--- src/fmitd_pkg.sv ---
// fmitd_pkg: constants, register map and carrier types of the fp/memory
// instruction decode block.
// assumes one core clock; the pipeline and the level-2 side share it.
package fmitd_pkg;

  // register byte offsets on the axi4-lite slave
  localparam logic [7:0] OFF_FRS  = 8'h00;
  localparam logic [7:0] OFF_FST  = 8'h04;
  localparam logic [7:0] OFF_ASI  = 8'h08;
  localparam logic [7:0] OFF_STAT = 8'h0c;

  // field positions
  localparam int FRS_LO       = 0;
  localparam int FRS_HI       = 1;
  localparam int EXC_W        = 5;
  localparam int FST_CEXC_LSB = 0;
  localparam int FST_AEXC_LSB = 5;
  localparam int FST_QNE      = 13;
  localparam int FST_TEM_LSB  = 23;
  localparam int ASI_PRIM_LSB = 0;
  localparam int ASI_KERN_LSB = 8;
  localparam int ASI_KLE_LSB  = 16;

  // address space id reset values (arbitrary)
  localparam logic [7:0] ASI_PRIM_RST = 8'h10;
  localparam logic [7:0] ASI_KERN_RST = 8'h20;
  localparam logic [7:0] ASI_KLE_RST  = 8'h28;

  // access sizes as log2 of bytes
  localparam logic [2:0] SZ_DW    = 3'h3;
  localparam logic [2:0] SZ_TWIN  = 3'h4;
  localparam logic [2:0] SZ_BLOCK = 3'h6;

  // prefetch function codes
  localparam logic [4:0] PF_PAGE   = 5'h04;
  localparam logic [4:0] PF_ILL_LO = 5'h05;
  localparam logic [4:0] PF_ILL_HI = 5'h0f;
  localparam logic [4:0] PF_INVAL  = 5'h18;
  localparam logic [4:0] PF_NOP_LO = 5'h19;

  localparam logic [1:0] RESP_OKAY   = 2'h0;
  localparam logic [1:0] RESP_SLVERR = 2'h2;

  typedef enum logic [4:0] {
    CLS_NOP, CLS_FPOP, CLS_FMOVCC, CLS_GFX, CLS_FLD, CLS_FST, CLS_BLD,
    CLS_BST, CLS_LDD, CLS_STD, CLS_LDTW, CLS_PREF, CLS_FLUSH, CLS_RDPR,
    CLS_LDQF, CLS_STQF, CLS_FPQUAD, CLS_IMPL1, CLS_IMPL2, CLS_LD, CLS_ST
  } fmitd_cls_e;

  typedef enum logic [2:0] {
    TRAP_NONE, TRAP_ILLEGAL, TRAP_FP_IEEE, TRAP_LDDF_ALIGN, TRAP_STDF_ALIGN,
    TRAP_ALIGN
  } fmitd_trap_e;

  typedef enum logic [2:0] {
    MK_LOAD, MK_STORE, MK_PREF, MK_INVAL, MK_FLUSH
  } fmitd_kind_e;

  typedef enum logic [2:0] {
    ST_IDLE = 3'b001,
    ST_REQ  = 3'b010,
    ST_FLW  = 3'b100
  } fmitd_state_e;

  typedef struct packed {
    fmitd_cls_e       cls;
    logic             dst_upper;
    logic             cond_ok;
    logic [EXC_W-1:0] fp_exc;
    logic [4:0]       fcn;
    logic             alt;
    logic [7:0]       asi;
    logic             pr_que;
    logic [2:0]       size;
    logic [47:0]      addr;
  } fmitd_issue_s;

  typedef struct packed {
    fmitd_kind_e kind;
    logic [47:0] addr;
    logic [2:0]  size;
    logic [7:0]  asi;
    logic        rmo;
    logic        atomic;
  } fmitd_mreq_s;

  typedef struct packed {
    fmitd_trap_e trap;
    logic [7:0]  asi;
  } fmitd_done_s;

endpackage

--- src/fmitd_top.sv ---
// fmitd_top: decode, trap and dirty tracking for fp and memory
// instructions, with an axi4-lite slave for its state registers.
// assumes the pipeline, level-2 side and bus all run on clock.
//
// Local design decisions: the register addresses and the AXI4-Lite slave port.
`timescale 1ns/10ps

module fmitd_top (
  input  wire logic                   clock,
  input  wire logic                   sys_rst,
  input  wire logic                   issue_valid,
  input  wire fmitd_pkg::fmitd_issue_s issue_insn,
  output logic                        issue_ready,
  input  wire logic [2:0]             trap_level,
  input  wire logic                   current_little_endian,
  input  wire logic                   hyperpriv,
  output logic                        done_valid,
  output fmitd_pkg::fmitd_done_s      done_info,
  output logic [7:0]                  fetch_asi,
  output logic                        fp_dirty_upper,
  output logic                        fp_dirty_lower,
  output logic                        mreq_valid,
  output fmitd_pkg::fmitd_mreq_s      mreq,
  input  wire logic                   mreq_ready,
  input  wire logic                   flush_ack,
  input  wire logic [7:0]             s_axi_awaddr,
  input  wire logic                   s_axi_awvalid,
  output logic                        s_axi_awready,
  input  wire logic [31:0]            s_axi_wdata,
  input  wire logic [3:0]             s_axi_wstrb,
  input  wire logic                   s_axi_wvalid,
  output logic                        s_axi_wready,
  output logic [1:0]                  s_axi_bresp,
  output logic                        s_axi_bvalid,
  input  wire logic                   s_axi_bready,
  input  wire logic [7:0]             s_axi_araddr,
  input  wire logic                   s_axi_arvalid,
  output logic                        s_axi_arready,
  output logic [31:0]                 s_axi_rdata,
  output logic [1:0]                  s_axi_rresp,
  output logic                        s_axi_rvalid,
  input  wire logic                   s_axi_rready
);

  localparam int EW = fmitd_pkg::EXC_W;

  fmitd_pkg::fmitd_state_e state_r;
  fmitd_pkg::fmitd_state_e state_nxt;
  fmitd_pkg::fmitd_done_s  done_r;
  fmitd_pkg::fmitd_done_s  done_nxt;
  fmitd_pkg::fmitd_mreq_s  mreq_r;
  fmitd_pkg::fmitd_mreq_s  mreq_nxt;
  fmitd_pkg::fmitd_trap_e  trap_nxt;
  fmitd_pkg::fmitd_trap_e  last_trap_r;
  logic                    issue_ready_r;
  logic                    done_valid_r;
  logic                    mreq_valid_r;
  logic [7:0]              fetch_asi_r;
  logic                    hi_r;
  logic                    lo_r;
  logic                    pend_hi_r;
  logic                    pend_lo_r;
  logic [EW-1:0]           tem_r;
  logic [EW-1:0]           aexc_r;
  logic [EW-1:0]           cexc_r;
  logic [7:0]              asi_prim_r;
  logic [7:0]              asi_kern_r;
  logic [7:0]              asi_kle_r;
  logic                    awready_r;
  logic                    wready_r;
  logic                    bvalid_r;
  logic [1:0]              bresp_r;
  logic [7:0]              awaddr_r;
  logic [31:0]             wdata_r;
  logic [3:0]              wstrb_r;
  logic                    arready_r;
  logic                    rvalid_r;
  logic [1:0]              rresp_r;
  logic [31:0]             rdata_r;

  // ---------------- instruction decode ----------------
  fmitd_pkg::fmitd_issue_s iss;
  wire accept = issue_valid & issue_ready_r;
  assign iss = issue_insn;

  wire c_fpop   = iss.cls == fmitd_pkg::CLS_FPOP;
  wire c_fmov   = iss.cls == fmitd_pkg::CLS_FMOVCC;
  wire c_gfx    = iss.cls == fmitd_pkg::CLS_GFX;
  wire c_fld    = iss.cls == fmitd_pkg::CLS_FLD;
  wire c_fst    = iss.cls == fmitd_pkg::CLS_FST;
  wire c_bld    = iss.cls == fmitd_pkg::CLS_BLD;
  wire c_bst    = iss.cls == fmitd_pkg::CLS_BST;
  wire c_ldd    = iss.cls == fmitd_pkg::CLS_LDD;
  wire c_std    = iss.cls == fmitd_pkg::CLS_STD;
  wire c_ldtw   = iss.cls == fmitd_pkg::CLS_LDTW;
  wire c_pref   = iss.cls == fmitd_pkg::CLS_PREF;
  wire c_flush  = iss.cls == fmitd_pkg::CLS_FLUSH;
  wire c_rdpr   = iss.cls == fmitd_pkg::CLS_RDPR;
  wire c_ld     = iss.cls == fmitd_pkg::CLS_LD;
  wire c_st     = iss.cls == fmitd_pkg::CLS_ST;
  wire c_quad   = iss.cls == fmitd_pkg::CLS_LDQF
               || iss.cls == fmitd_pkg::CLS_STQF
               || iss.cls == fmitd_pkg::CLS_FPQUAD;
  wire c_impl   = iss.cls == fmitd_pkg::CLS_IMPL1
               || iss.cls == fmitd_pkg::CLS_IMPL2;

  wire c_store  = c_fst | c_bst | c_std | c_st;
  wire c_access = c_ld | c_st | c_fld | c_fst | c_ldd | c_std | c_ldtw
               | c_bld | c_bst;

  // access size by class; fp and integer plain forms carry their own
  wire [2:0] eff_size = (c_bld | c_bst) ? fmitd_pkg::SZ_BLOCK :
                        c_ldtw ? fmitd_pkg::SZ_TWIN :
                        (c_ldd | c_std) ? fmitd_pkg::SZ_DW :
                        iss.size;
  wire [6:0] low_mask  = 7'((7'h01 << eff_size) - 7'h01);
  wire       misal     = |(iss.addr[6:0] & low_mask);
  wire       fp_dbl    = (c_fld | c_fst) && iss.size == fmitd_pkg::SZ_DW;
  wire       ddf_mis   = fp_dbl && iss.addr[1:0] == 2'h0
                         && iss.addr[2];
  wire       gen_mis   = c_access & misal & ~ddf_mis;

  // prefetch function code groups
  wire pf_ill  = c_pref && iss.fcn >= fmitd_pkg::PF_ILL_LO
                 && iss.fcn <= fmitd_pkg::PF_ILL_HI;
  wire pf_inv  = c_pref && iss.fcn == fmitd_pkg::PF_INVAL
                 && hyperpriv && !iss.alt;
  wire pf_nop  = c_pref && (iss.fcn == fmitd_pkg::PF_PAGE
                 || iss.fcn >= fmitd_pkg::PF_NOP_LO
                 || (iss.fcn == fmitd_pkg::PF_INVAL && !pf_inv));
  wire pf_weak = c_pref & ~pf_ill & ~pf_nop;

  // only ieee exceptions enabled in tem trap; the other fp trap
  // types are never raised here
  wire [EW-1:0] fp_exc = c_fpop ? iss.fp_exc : '0;
  wire fp_trap = |(fp_exc & tem_r);
  wire illegal = pf_ill | (c_rdpr & iss.pr_que)
               | c_quad
               | c_impl;

  assign trap_nxt = illegal ? fmitd_pkg::TRAP_ILLEGAL :
                    ddf_mis ? (c_fst ? fmitd_pkg::TRAP_STDF_ALIGN
                                     : fmitd_pkg::TRAP_LDDF_ALIGN) :
                    gen_mis ? fmitd_pkg::TRAP_ALIGN :
                    fp_trap ? fmitd_pkg::TRAP_FP_IEEE :
                    fmitd_pkg::TRAP_NONE;
  wire trapped = trap_nxt != fmitd_pkg::TRAP_NONE;

  // dirty marks wait for successful completion, never on a trap
  wire wr_fp  = c_fpop | (c_fmov & iss.cond_ok) | c_gfx | c_fld
              | c_bld;
  wire set_hi = wr_fp & ~trapped & iss.dst_upper;
  wire set_lo = wr_fp & ~trapped & ~iss.dst_upper;

  // flush needs no translation so its address is dropped entirely
  wire mem_go = ~trapped & (c_access | pf_weak | pf_inv
              | c_flush);

  wire [7:0] data_asi = iss.alt ? iss.asi :
                        trap_level == 3'h0 ? asi_prim_r :
                        current_little_endian ? asi_kle_r
                                              : asi_kern_r;

  // a prefetch request other than the invalidate is the weak kind: the far side drops it on a miss
  assign mreq_nxt.kind   = c_flush ? fmitd_pkg::MK_FLUSH :
                           pf_inv  ? fmitd_pkg::MK_INVAL :
                           pf_weak ? fmitd_pkg::MK_PREF :
                           c_store ? fmitd_pkg::MK_STORE :
                           fmitd_pkg::MK_LOAD;
  assign mreq_nxt.addr   = c_flush ? 48'h0 : iss.addr;
  assign mreq_nxt.size   = eff_size;
  assign mreq_nxt.asi    = data_asi;
  assign mreq_nxt.rmo    = c_bld | c_bst;
  assign mreq_nxt.atomic = c_ldtw;
  assign done_nxt.trap   = accept ? trap_nxt : done_r.trap;
  assign done_nxt.asi    = accept ? data_asi : done_r.asi;

  // ---------------- sequencing ----------------
  // one request in flight at a time keeps every access in issue order,
  // which is what tso needs; the cost is no overlap of misses
  wire req_taken = mreq_valid_r & mreq_ready;
  wire flush_req = mreq_r.kind == fmitd_pkg::MK_FLUSH;
  logic finish;

  always_comb begin
    state_nxt = state_r;
    finish    = 1'b0;
    case (state_r)
      fmitd_pkg::ST_IDLE: begin
        if (accept && mem_go) begin
          state_nxt = fmitd_pkg::ST_REQ;
        end else if (accept) begin
          finish = 1'b1;
        end
      end
      fmitd_pkg::ST_REQ: begin
        if (req_taken && flush_req) begin
          state_nxt = fmitd_pkg::ST_FLW;
        end else if (req_taken) begin
          state_nxt = fmitd_pkg::ST_IDLE;
          finish    = 1'b1;
        end
      end
      fmitd_pkg::ST_FLW: begin
        if (flush_ack) begin
          state_nxt = fmitd_pkg::ST_IDLE;
          finish    = 1'b1;
        end
      end
      default: state_nxt = fmitd_pkg::ST_IDLE;
    endcase
  end

  wire app_hi = finish & (state_r == fmitd_pkg::ST_IDLE ? set_hi : pend_hi_r);
  wire app_lo = finish & (state_r == fmitd_pkg::ST_IDLE ? set_lo : pend_lo_r);

  // ---------------- register writes ----------------
  wire do_wr = ~awready_r & ~wready_r & ~bvalid_r;
  wire wr_frs  = do_wr && awaddr_r == fmitd_pkg::OFF_FRS;
  wire wr_fst  = do_wr && awaddr_r == fmitd_pkg::OFF_FST;
  wire wr_asi  = do_wr && awaddr_r == fmitd_pkg::OFF_ASI;
  wire wr_hit  = awaddr_r == fmitd_pkg::OFF_FRS
              || awaddr_r == fmitd_pkg::OFF_FST
              || awaddr_r == fmitd_pkg::OFF_ASI
              || awaddr_r == fmitd_pkg::OFF_STAT;
  wire [31:0] bmask = {{8{wstrb_r[3]}}, {8{wstrb_r[2]}},
                       {8{wstrb_r[1]}}, {8{wstrb_r[0]}}};
  wire [31:0] fst_rd = {4'h0, tem_r, 9'h0, 1'b0, 3'h0, aexc_r,
                        cexc_r};
  wire [31:0] asi_rd = {8'h0, asi_kle_r, asi_kern_r, asi_prim_r};
  wire [31:0] fst_w  = (fst_rd & ~bmask) | (wdata_r & bmask);
  wire [31:0] asi_w  = (asi_rd & ~bmask) | (wdata_r & bmask);
  wire [31:0] frs_w  = ({30'h0, hi_r, lo_r} & ~bmask)
                     | (wdata_r & bmask);

  // hardware sets win over a software write in the same cycle
  wire hi_nxt = (wr_frs ? frs_w[fmitd_pkg::FRS_HI] : hi_r) | app_hi;
  wire lo_nxt = (wr_frs ? frs_w[fmitd_pkg::FRS_LO] : lo_r) | app_lo;
  wire fp_upd = accept & c_fpop & (trap_nxt == fmitd_pkg::TRAP_NONE
              || trap_nxt == fmitd_pkg::TRAP_FP_IEEE);
  wire [EW-1:0] aexc_sw = wr_fst ? fst_w[fmitd_pkg::FST_AEXC_LSB +: EW]
                                 : aexc_r;
  wire [EW-1:0] aexc_nxt = aexc_sw | ((fp_upd & ~fp_trap) ? fp_exc
                                                          : '0);
  wire [EW-1:0] cexc_nxt = fp_upd ? fp_exc :
                           wr_fst ? fst_w[fmitd_pkg::FST_CEXC_LSB +: EW]
                                  : cexc_r;

  // ---------------- register reads ----------------
  wire [31:0] rd_mux =
    s_axi_araddr == fmitd_pkg::OFF_FRS  ? {30'h0, hi_r, lo_r} :
    s_axi_araddr == fmitd_pkg::OFF_FST  ? fst_rd :
    s_axi_araddr == fmitd_pkg::OFF_ASI  ? asi_rd :
    s_axi_araddr == fmitd_pkg::OFF_STAT ?
      {25'h0, state_r, 1'b0, last_trap_r} : 32'h0;
  wire rd_hit = s_axi_araddr == fmitd_pkg::OFF_FRS
             || s_axi_araddr == fmitd_pkg::OFF_FST
             || s_axi_araddr == fmitd_pkg::OFF_ASI
             || s_axi_araddr == fmitd_pkg::OFF_STAT;
  wire rd_go = s_axi_arvalid & arready_r;

  // ---------------- flops ----------------
  always_ff @(posedge clock or posedge sys_rst) begin
    if (sys_rst) begin
      state_r       <= fmitd_pkg::ST_IDLE;
      issue_ready_r <= 1'b0;
      done_valid_r  <= 1'b0;
      done_r        <= '0;
      mreq_valid_r  <= 1'b0;
      mreq_r        <= '0;
      last_trap_r   <= fmitd_pkg::TRAP_NONE;
      pend_hi_r     <= 1'b0;
      pend_lo_r     <= 1'b0;
    end else begin
      state_r       <= state_nxt;
      issue_ready_r <= state_nxt == fmitd_pkg::ST_IDLE;
      done_valid_r  <= finish;
      done_r        <= done_nxt;
      mreq_valid_r  <= (accept & mem_go) | (mreq_valid_r & ~mreq_ready);
      mreq_r        <= (accept & mem_go) ? mreq_nxt : mreq_r;
      last_trap_r   <= accept ? trap_nxt : last_trap_r;
      pend_hi_r     <= accept ? set_hi : pend_hi_r;
      pend_lo_r     <= accept ? set_lo : pend_lo_r;
    end
  end

  always_ff @(posedge clock or posedge sys_rst) begin
    if (sys_rst) begin
      hi_r        <= 1'b0;
      lo_r        <= 1'b0;
      tem_r       <= '0;
      aexc_r      <= '0;
      cexc_r      <= '0;
      asi_prim_r  <= fmitd_pkg::ASI_PRIM_RST;
      asi_kern_r  <= fmitd_pkg::ASI_KERN_RST;
      asi_kle_r   <= fmitd_pkg::ASI_KLE_RST;
      fetch_asi_r <= fmitd_pkg::ASI_PRIM_RST;
    end else begin
      hi_r        <= hi_nxt;
      lo_r        <= lo_nxt;
      tem_r       <= wr_fst ? fst_w[fmitd_pkg::FST_TEM_LSB +: EW] : tem_r;
      aexc_r      <= aexc_nxt;
      cexc_r      <= cexc_nxt;
      asi_prim_r  <= wr_asi ? asi_w[fmitd_pkg::ASI_PRIM_LSB +: 8]
                            : asi_prim_r;
      asi_kern_r  <= wr_asi ? asi_w[fmitd_pkg::ASI_KERN_LSB +: 8]
                            : asi_kern_r;
      asi_kle_r   <= wr_asi ? asi_w[fmitd_pkg::ASI_KLE_LSB +: 8]
                            : asi_kle_r;
      fetch_asi_r <= trap_level != 3'h0 ? asi_kern_r
                                        : asi_prim_r;
    end
  end

  // axi write: address and data latched in either order
  always_ff @(posedge clock or posedge sys_rst) begin
    if (sys_rst) begin
      awready_r <= 1'b1;
      wready_r  <= 1'b1;
      bvalid_r  <= 1'b0;
      bresp_r   <= fmitd_pkg::RESP_OKAY;
      awaddr_r  <= 8'h00;
      wdata_r   <= 32'h0;
      wstrb_r   <= 4'h0;
    end else begin
      awready_r <= do_wr | (awready_r & ~s_axi_awvalid);
      wready_r  <= do_wr | (wready_r & ~s_axi_wvalid);
      awaddr_r  <= (awready_r & s_axi_awvalid) ? s_axi_awaddr : awaddr_r;
      wdata_r   <= (wready_r & s_axi_wvalid) ? s_axi_wdata : wdata_r;
      wstrb_r   <= (wready_r & s_axi_wvalid) ? s_axi_wstrb : wstrb_r;
      bvalid_r  <= do_wr | (bvalid_r & ~s_axi_bready);
      bresp_r   <= do_wr ? (wr_hit ? fmitd_pkg::RESP_OKAY
                                   : fmitd_pkg::RESP_SLVERR) : bresp_r;
    end
  end

  always_ff @(posedge clock or posedge sys_rst) begin
    if (sys_rst) begin
      arready_r <= 1'b1;
      rvalid_r  <= 1'b0;
      rresp_r   <= fmitd_pkg::RESP_OKAY;
      rdata_r   <= 32'h0;
    end else begin
      arready_r <= (arready_r & ~s_axi_arvalid) | (rvalid_r & s_axi_rready);
      rvalid_r  <= rd_go | (rvalid_r & ~s_axi_rready);
      rdata_r   <= rd_go ? rd_mux : rdata_r;
      rresp_r   <= rd_go ? (rd_hit ? fmitd_pkg::RESP_OKAY
                                   : fmitd_pkg::RESP_SLVERR) : rresp_r;
    end
  end

  assign issue_ready    = issue_ready_r;
  assign done_valid     = done_valid_r;
  assign done_info      = done_r;
  assign fetch_asi      = fetch_asi_r;
  assign fp_dirty_upper = hi_r;
  assign fp_dirty_lower = lo_r;
  assign mreq_valid     = mreq_valid_r;
  assign mreq           = mreq_r;
  assign s_axi_awready  = awready_r;
  assign s_axi_wready   = wready_r;
  assign s_axi_bvalid   = bvalid_r;
  assign s_axi_bresp    = bresp_r;
  assign s_axi_arready  = arready_r;
  assign s_axi_rvalid   = rvalid_r;
  assign s_axi_rresp    = rresp_r;
  assign s_axi_rdata    = rdata_r;

endmodule

--- config.mk ---
export PLATFORM = sky130hd
export DESIGN_NAME = fmitd_top
export DESIGN_NICKNAME = d
export VERILOG_FILES = /design/src/fmitd_pkg.sv /design/src/fmitd_top.sv
export SDC_FILE = /design/constraint.sdc
export NUM_CORES = 1
export LEC_CHECK = 0
export BUFFER_PORTS_ARGS = -buffer_cell sky130_fd_sc_hd__clkbuf_2
export CORE_MARGIN = 2
export CORE_UTILIZATION = 40
export DETAILED_ROUTE_END_ITERATION = 16
export PLACE_DENSITY = 0.74
export RECOVER_POWER = 50
export SYNTH_ARGS = -nofsm -noshare
export SYNTH_HDL_FRONTEND = slang
export SYNTH_SLANG_ARGS = --single-unit
export TNS_END_PERCENT = 100
--- constraint.sdc ---
create_clock -name clock -period 5.8 [get_ports clock]
set_clock_uncertainty 0.05 [all_clocks]
set_input_delay 0.58 -clock clock [delete_from_list [all_inputs] [get_ports clock]]
set_output_delay 0.58 -clock clock [all_outputs]
set_load 0.02 [all_outputs]
==> impl_metrics.tcl, run 1 <==
set metrics [dict create \
    netlist_top_cells_area "sky130_fd_sc_hd__dfrtp_1 55%, sky130_fd_sc_hd__mux2_2 9.6%, sky130_fd_sc_hd__a22o_1 6.6%" \
    ys.flop_type "sky130_fd_sc_hd__dfrtp_1" \
    fill_cells 2039 \
    power.share.clock_pct 33.1 \
    slew_violations 130 \
    tightest_slew_ps 3576 \
    cts_tree "yes" \
    required_time_reported_for_the_critical_path_endpoint_ps 6130 \
    detailed_route_wire_length_microns 23650 \
    worstRegToRegCells 9 \
    worst-setup-path-type "in2reg" \
    seqCellArea_sq_um 5191 \
    crit-reg2reg-capture "mreq[60]$_DFFE_PP0P_" \
    drt_drc_violations_left 0 \
    cp_data_arrival_time_ps 4640 \
    hold_slack_ps 173.6 \
    yosys.area.top_type "sky130_fd_sc_hd__dfrtp_1" \
    timing.slew.headroom_pct -138.4 \
    grt_overflow_total 0 \
    switching_share_pct 30.69 \
    internal_power_contribution_mw 3.204 \
    synth_warnings 0 \
    ff2ff_setup_slack_ps 2260 \
    cts_buffer_count 23 \
    syn_avg_cell_area_sq_um 12.07 \
    final_common_cell "sky130_fd_sc_hd__dfrtp_1" \
    die_width_microns 153.6 \
    setup_crit_start_kind "input port" \
    multi_input_area_sq_um 3455 \
    ctsRootBufferMaster "sky130_fd_sc_hd__clkbuf_16" \
    place_area_sq_um 10530 \
    post-dp-hpwl_microns 17240 \
    cellPowerDensity_nw_per_um2 413.8 \
    start_util_pct 40.90 \
    worst-path-max-fanout 37 \
    number_of_hold_violations_in_the_final_report 0 \
    total_setup_buffers_inserted_after_cts 0 \
    rows 54 \
    p_sw_mw 1.419 \
    router_iterations_before_antenna_repair 5 \
    period_needed_ps 4309 \
    ys_seq_elements 207 \
    total_leakage_power_nw 5.297 \
    clock_insertion_delay_worst_skew_ps 520 \
    pwr-share-seq_pct 44.6 \
    finalNetCount 1144 \
    synthesis.instances 742 \
    pin_count_of_the_biggest_net_entering_global_routing 144 \
    htree_levels 1 \
    violations "capacitance limit, slew limit" \
    core_area_sq_um 21890 \
    ctsHoldBuffers 0 \
    synth_enable_flop_cells 0 \
    globalplace.congestion 0.8375 \
    layout_worst_path_cycle_share_pct 74.29 \
    rsz_0062_raised_after_global_routing "no" \
    worst_setup_path_startpoint "issue_insn[75]" \
    number_of_gates_given_a_new_drive_strength_after_cts 0 \
    ys_async_rst_share_pct 100.0 \
    grt_pass1_vias 6958 \
    timing_endpoint_of_the_critical_path "mreq[60]$_DFFE_PP0P_" \
    share_comb_of_total_power_pct 22.4 \
    io_pins 274 \
    run_status "complete, but fails checks" \
    irDropWorstVdd_v 0.0002600 \
    wl_per_cell_microns 18.24 \
    global_route_wire_length_before_repair_microns 37210 \
    buffer_ports.inserted 263 \
    first_iter_violations 432 \
    max_cap_violations 3 \
    grt_util_all_layers_pct 19.40 \
    drt.antenna.violating_nets 0 \
    viasPerCell 5.302 \
    synth_cell_types 63 \
    drive_above_1_share_pct 28.30 \
    hold_class "in2reg" \
    vias 6872 \
    report.power.total_mw 4.624 \
    post-route-cell-area_sq_um 11170 \
    setup-violations-final 0 \
    clock_sinks 207 \
    max_freq_mhz 232.1 \
    fin_tns_setup_ps 0 \
    post_synth_instance_area_sq_um 8954 \
    utilization_pct 51.05 \
    crit_path_end_kind "flip-flop" \
    final_cell_mix "198 x sky130_fd_sc_hd__dfrtp_1, 144 x sky130_fd_sc_hd__clkbuf_2, 126 x sky130_fd_sc_hd__clkbuf_1, 76 x sky130_fd_sc_hd__mux2_2, 75 x sky130_fd_sc_hd__nand2_1" \
    grt_antenna_before_repair 2 \
    area_growth_syn_to_layout_pct 24.80 \
    dieArea_sq_um 23600 \
    hold_path_depth 2 \
    synth_seq_area_share_pct 57.98 \
    cts.clk_slew.worst_paths_ps 60 \
    fp.dieH_microns 153.6 \
    synth_top_cell_area_share_pct 55.34 \
    max-clock-path-buffers 3 \
]
cell usage after synthesis (all sizes together), types with 2 or more instances:
master / n
mux2i: 28
o22ai: 2
o21a: 5
nand4b: 2
or3: 6
nor3: 9
buf: 18
dfrtp: 198
a222oi: 6
a2111oi: 2
and2: 2
nor4: 5
nor3b: 6
mux2: 81
mux4: 2
a21oi: 10
nand3: 8
nor4bb: 2
clkbuf: 32
a21boi: 3
inv: 27
nand2: 75
a22oi: 5
o21ai: 56
a31oi: 4
o31ai: 9
dfstp: 9
or2: 4
nand3b: 4
nor4b: 4
a211oi: 3
nor2b: 8
o211a: 2
nor2: 14
nand2b: 7
a22o: 67
logic make-up (layout without fill, tap and decap cells):
logic type      count (synthesis)  after routing  synth area share, %
mux                           111            111                13.82
other cells                     1              8              0.04188
buf+inv                        77            344                3.815
simple gates                  160            160                9.028
compound gates                185            185                15.18
flops                         207            207                57.98
fa+ha+maj                       1              1               0.1397
area by class of cell:
class	instances	area share, %
inverters	27	0.9181
well taps	280	3.135
clock buffers	32	5.990
flip-flops and latches	207	46.46
clock inverters	9	1.243
repair buffers	276	11.30
diodes	2	0.04479
multi-input cells	463	30.91
per-layer routing:
layer | vias to the layer above | part of all wire [%] | track usage (%)
met5 | - | 0 | 0
met4 | 0 | 2.7 | 5.941
met3 | 42 | 6.1 | 3.833
met2 | 213 | 48 | 32.04
met1 | 3404 | 44 | 26.00
li1 | 3213 | - | -
metrics by stage:
stage                     worst slack (ps)  instances
after floorplan                       2024        747
after global placement                1120       1253
after detailed placement              1002       1253
after CTS                             1519       1294
after global routing                  1252       1294
final                                 1491       1296
power by group through the flow:
stage                     clock, mW  sequential (mW)  combinational [mW]
after global routing           1.62             2.11                1.13
after floorplan                   0             2.23               0.524
final                          1.53             2.06                1.03
after detailed placement          0             2.08                1.09
after CTS                      1.56             2.06                1.09
after global placement            0             2.07                1.05
worst max-delay path, cell delays in order:
cell	delay, ps
sky130_fd_sc_hd__clkbuf_2	280
sky130_fd_sc_hd__nor4b_1	490
sky130_fd_sc_hd__o211ai_1	190
sky130_fd_sc_hd__a211o_1	340
sky130_fd_sc_hd__or2_2	290
sky130_fd_sc_hd__ha_1	280
sky130_fd_sc_hd__nor2b_1	50
sky130_fd_sc_hd__a2111oi_0	400
sky130_fd_sc_hd__o22a_1	270
sky130_fd_sc_hd__a31oi_4	90
sky130_fd_sc_hd__or3_2	780
sky130_fd_sc_hd__buf_4	330
sky130_fd_sc_hd__a22o_1	240
how the worst min path moves through the flow:
stage                             end  slack [ps]             startpoint
3_3_place_gp    pend_lo_r$_DFFE_PP0P_         410  pend_lo_r$_DFFE_PP0P_
4_1_cts        s_axi_wready$_DFF_PP1_         160           s_axi_wvalid
5_1_grt        s_axi_wready$_DFF_PP1_         170           s_axi_wvalid
3_5_place_dp    pend_lo_r$_DFFE_PP0P_         410  pend_lo_r$_DFFE_PP0P_
6_report       s_axi_wready$_DFF_PP1_         170           s_axi_wvalid
2_1_floorplan   pend_lo_r$_DFFE_PP0P_         390  pend_lo_r$_DFFE_PP0P_
(Power assumes the default switching activity.)
==> inputs of run 2 (changes only) <==
--- a/config.mk
+++ b/config.mk
@@ -9,7 +9,7 @@
 export CORE_MARGIN = 2
 export CORE_UTILIZATION = 40
 export DETAILED_ROUTE_END_ITERATION = 16
-export PLACE_DENSITY = 0.74
+export PLACE_DENSITY = 0.72
 export RECOVER_POWER = 50
 export SYNTH_ARGS = -nofsm -noshare
 export SYNTH_HDL_FRONTEND = slang
==> constraint.sdc (replaced) <==
create_clock -name clock -period 4.18 [get_ports clock]
set_clock_uncertainty 0.05 [all_clocks]
set_input_delay 0.418 -clock clock [delete_from_list [all_inputs] [get_ports clock]]
set_output_delay 0.418 -clock clock [all_outputs]
set_load 0.02 [all_outputs]
==> run 2 against run 1 <==
Against the previous run: the flow still finishes with violations (capacitance limit, slew limit); core utilization up 0.71 points; global-route usage down 0.095 points; hold slack worse by 150 ps; sequential share of layout area down 0.64 points; combinational power up 43%; sequential power up 39%; clock power up 31%; final area up 1.4%; critical path type unchanged.
==> impl_metrics.tcl, run 2 (same netlist as run 1, synthesis figures left out) <==
set metrics [dict create \
    crit_path_frequent_cell "sky130_fd_sc_hd__buf_4" \
    crit_family "compound AO/OA/AOI/OAI gates" \
    rsz_0062_raised_after_global_routing "no" \
    fin_cells 1309 \
    place_inst 1264 \
    dieArea_sq_um 23600 \
    number_of_hold_violations_in_the_final_report 0 \
    pin_count_of_the_biggest_net_entering_global_routing 144 \
    tightest_slew_ps 3271 \
    cts_tree "yes" \
    fill_cells 1998 \
    htree_levels 1 \
    viasPerCell 5.198 \
    cts.clk_slew.worst_paths_ps 60 \
    grt_pass1_vias 6684 \
    max_freq_mhz 280.9 \
    setup_crit_start_kind "input port" \
    io_pins 274 \
    start_util_pct 40.90 \
    clock_sinks 207 \
    router_iterations_before_antenna_repair 4 \
    total_leakage_power_nw 5.607 \
    worst_path_cell_with_the_longest_stage_delay "sky130_fd_sc_hd__or3_2" \
    globalplace.congestion 0.8660 \
    grt_overflow_total 0 \
    grt_util_all_layers_pct 19.31 \
    irDropWorstVdd_v 0.0003123 \
    hold_slack_ps 25.20 \
    finalNetCount 1156 \
    worst-path-max-fanout 33 \
    violations "capacitance limit, slew limit" \
    ff2ff_setup_slack_ps 1150 \
    clock_insertion_delay_worst_skew_ps 510 \
    number_of_gates_given_a_new_drive_strength_after_cts 0 \
    worstPathBufferInverterCount 3 \
    final_cell_mix "231 x sky130_fd_sc_hd__clkbuf_2, 198 x sky130_fd_sc_hd__dfrtp_1, 76 x sky130_fd_sc_hd__mux2_2, 75 x sky130_fd_sc_hd__nand2_1, 67 x sky130_fd_sc_hd__a22o_1" \
    max-clock-path-buffers 3 \
    worst-setup-path-type "in2reg" \
    grt_antenna_before_repair 4 \
    path_depth 14 \
    buffer_ports.inserted 263 \
    detailed_route_wire_length_microns 23290 \
    drive_above_1_share_pct 37.49 \
    hold_class "in2reg" \
    cp_data_arrival_time_ps 3900 \
    ctsRootBufferMaster "sky130_fd_sc_hd__clkbuf_16" \
    hold_path_depth 2 \
    vias 6804 \
    crit_path_cell_trace "clkbuf_2, buf_4, nand3b_1, a21o_1, a211o_1, or2_2, ha_1, nor2b_1, a2111oi_0, o22a_1, a31oi_4, or3_2, buf_4, a22o_1" \
    crit_path_end_kind "flip-flop" \
    first_iter_violations 437 \
    fp.dieH_microns 153.6 \
    worstRegToRegCells 9 \
    max_cap_violations 3 \
    global_route_wire_length_before_repair_microns 36620 \
    drt_drc_violations_left 0 \
    fin_tns_setup_ps 0 \
    layout_worst_path_cycle_share_pct 85.15 \
    cts_buffer_count 23 \
    setup-violations-final 0 \
    wl_per_cell_microns 17.79 \
    drt.antenna.violating_nets 0 \
    rows 54 \
    period_needed_ps 3559 \
    cellPowerDensity_nw_per_um2 559.0 \
    timing.slew.headroom_pct -118.1 \
    area_growth_syn_to_layout_pct 26.54 \
    final_common_cell "sky130_fd_sc_hd__clkbuf_2" \
    post-dp-hpwl_microns 17170 \
    crit_path_max_incr_delay_ps 550 \
    run_status "complete, but fails checks" \
    core_area_sq_um 21890 \
    slew_violations 209 \
    die_width_microns 153.6 \
    required_time_reported_for_the_critical_path_endpoint_ps 4520 \
    utilization_pct 51.75 \
]
run 2: final cells by class:
cell class | count | area (sq um) | area share [%]
clock inverter | 12 | 125.1 | 1.104
tap | 280 | 350.3 | 3.092
antenna | 2 | 5.005 | 0.04417
inverter | 27 | 102.6 | 0.9056
clock buffer | 30 | 631.9 | 5.577
timing repair buffer | 288 | 1469 | 12.97
multi-input combinational | 463 | 3455 | 30.49
sequential | 207 | 5191 | 45.82
run 2: repair_timing:
action / CTS / global route
buffers inserted: 0 / 0
endpoints found under the hold margin: 1 / 0
hold buffers: 1 / 0
run 2: power by group:
part / internal, mW / switching (mW) / leakage (nW) / total, mW
Combinational: 0.659 / 0.808 / 2.62 / 1.47
Clock: 1.19 / 0.813 / 0.367 / 2.01
Sequential: 2.52 / 0.336 / 2.62 / 2.86
Total: 4.38 / 1.96 / 5.61 / 6.33
run 2: path summary, 6_finish.rpt:
path,startpoint,end
max,issue_insn[75],mreq[62]$_DFFE_PP0P_
min,s_axi_awvalid,s_axi_awready$_DFF_PP1_
max reg2reg,flip-flop,mreq[62]$_DFFE_PP0P_
min reg2reg,done_info[3]$_DFFE_PP0P_,done_info[3]$_DFFE_PP0P_
max in group asynchronous,sys_rst,s_axi_rdata[20]$_DFFE_PP0P_
min in group asynchronous,sys_rst,mreq[10]$_DFFE_PP0P_
run 2: metrics by stage:
stage                     cell area [sq um]  power [mW]  setup WS [ps]
after floorplan                        8976       3.822          565.7
after global placement                10620       4.344          178.6
after detailed placement              10620       4.405          96.17
after CTS                             11390       6.438          635.6
after global routing                  11320       6.660          405.5
final                                 11330       6.333          620.6
run 2: layer usage:
metal	GRT usage (%)	wire length, microns
met1	26.06	10080
met2	31.75	11160
met3	4.312	1570
met4	4.980	459
met5	0	11
run 2: worst reg2reg max path, delay by kind of cell (launching register included):
kind / cells / cell delay, ps
flops: 1 / 390
simple gates: 2 / 820
compound gates: 4 / 1120
buf+inv: 3 / 530
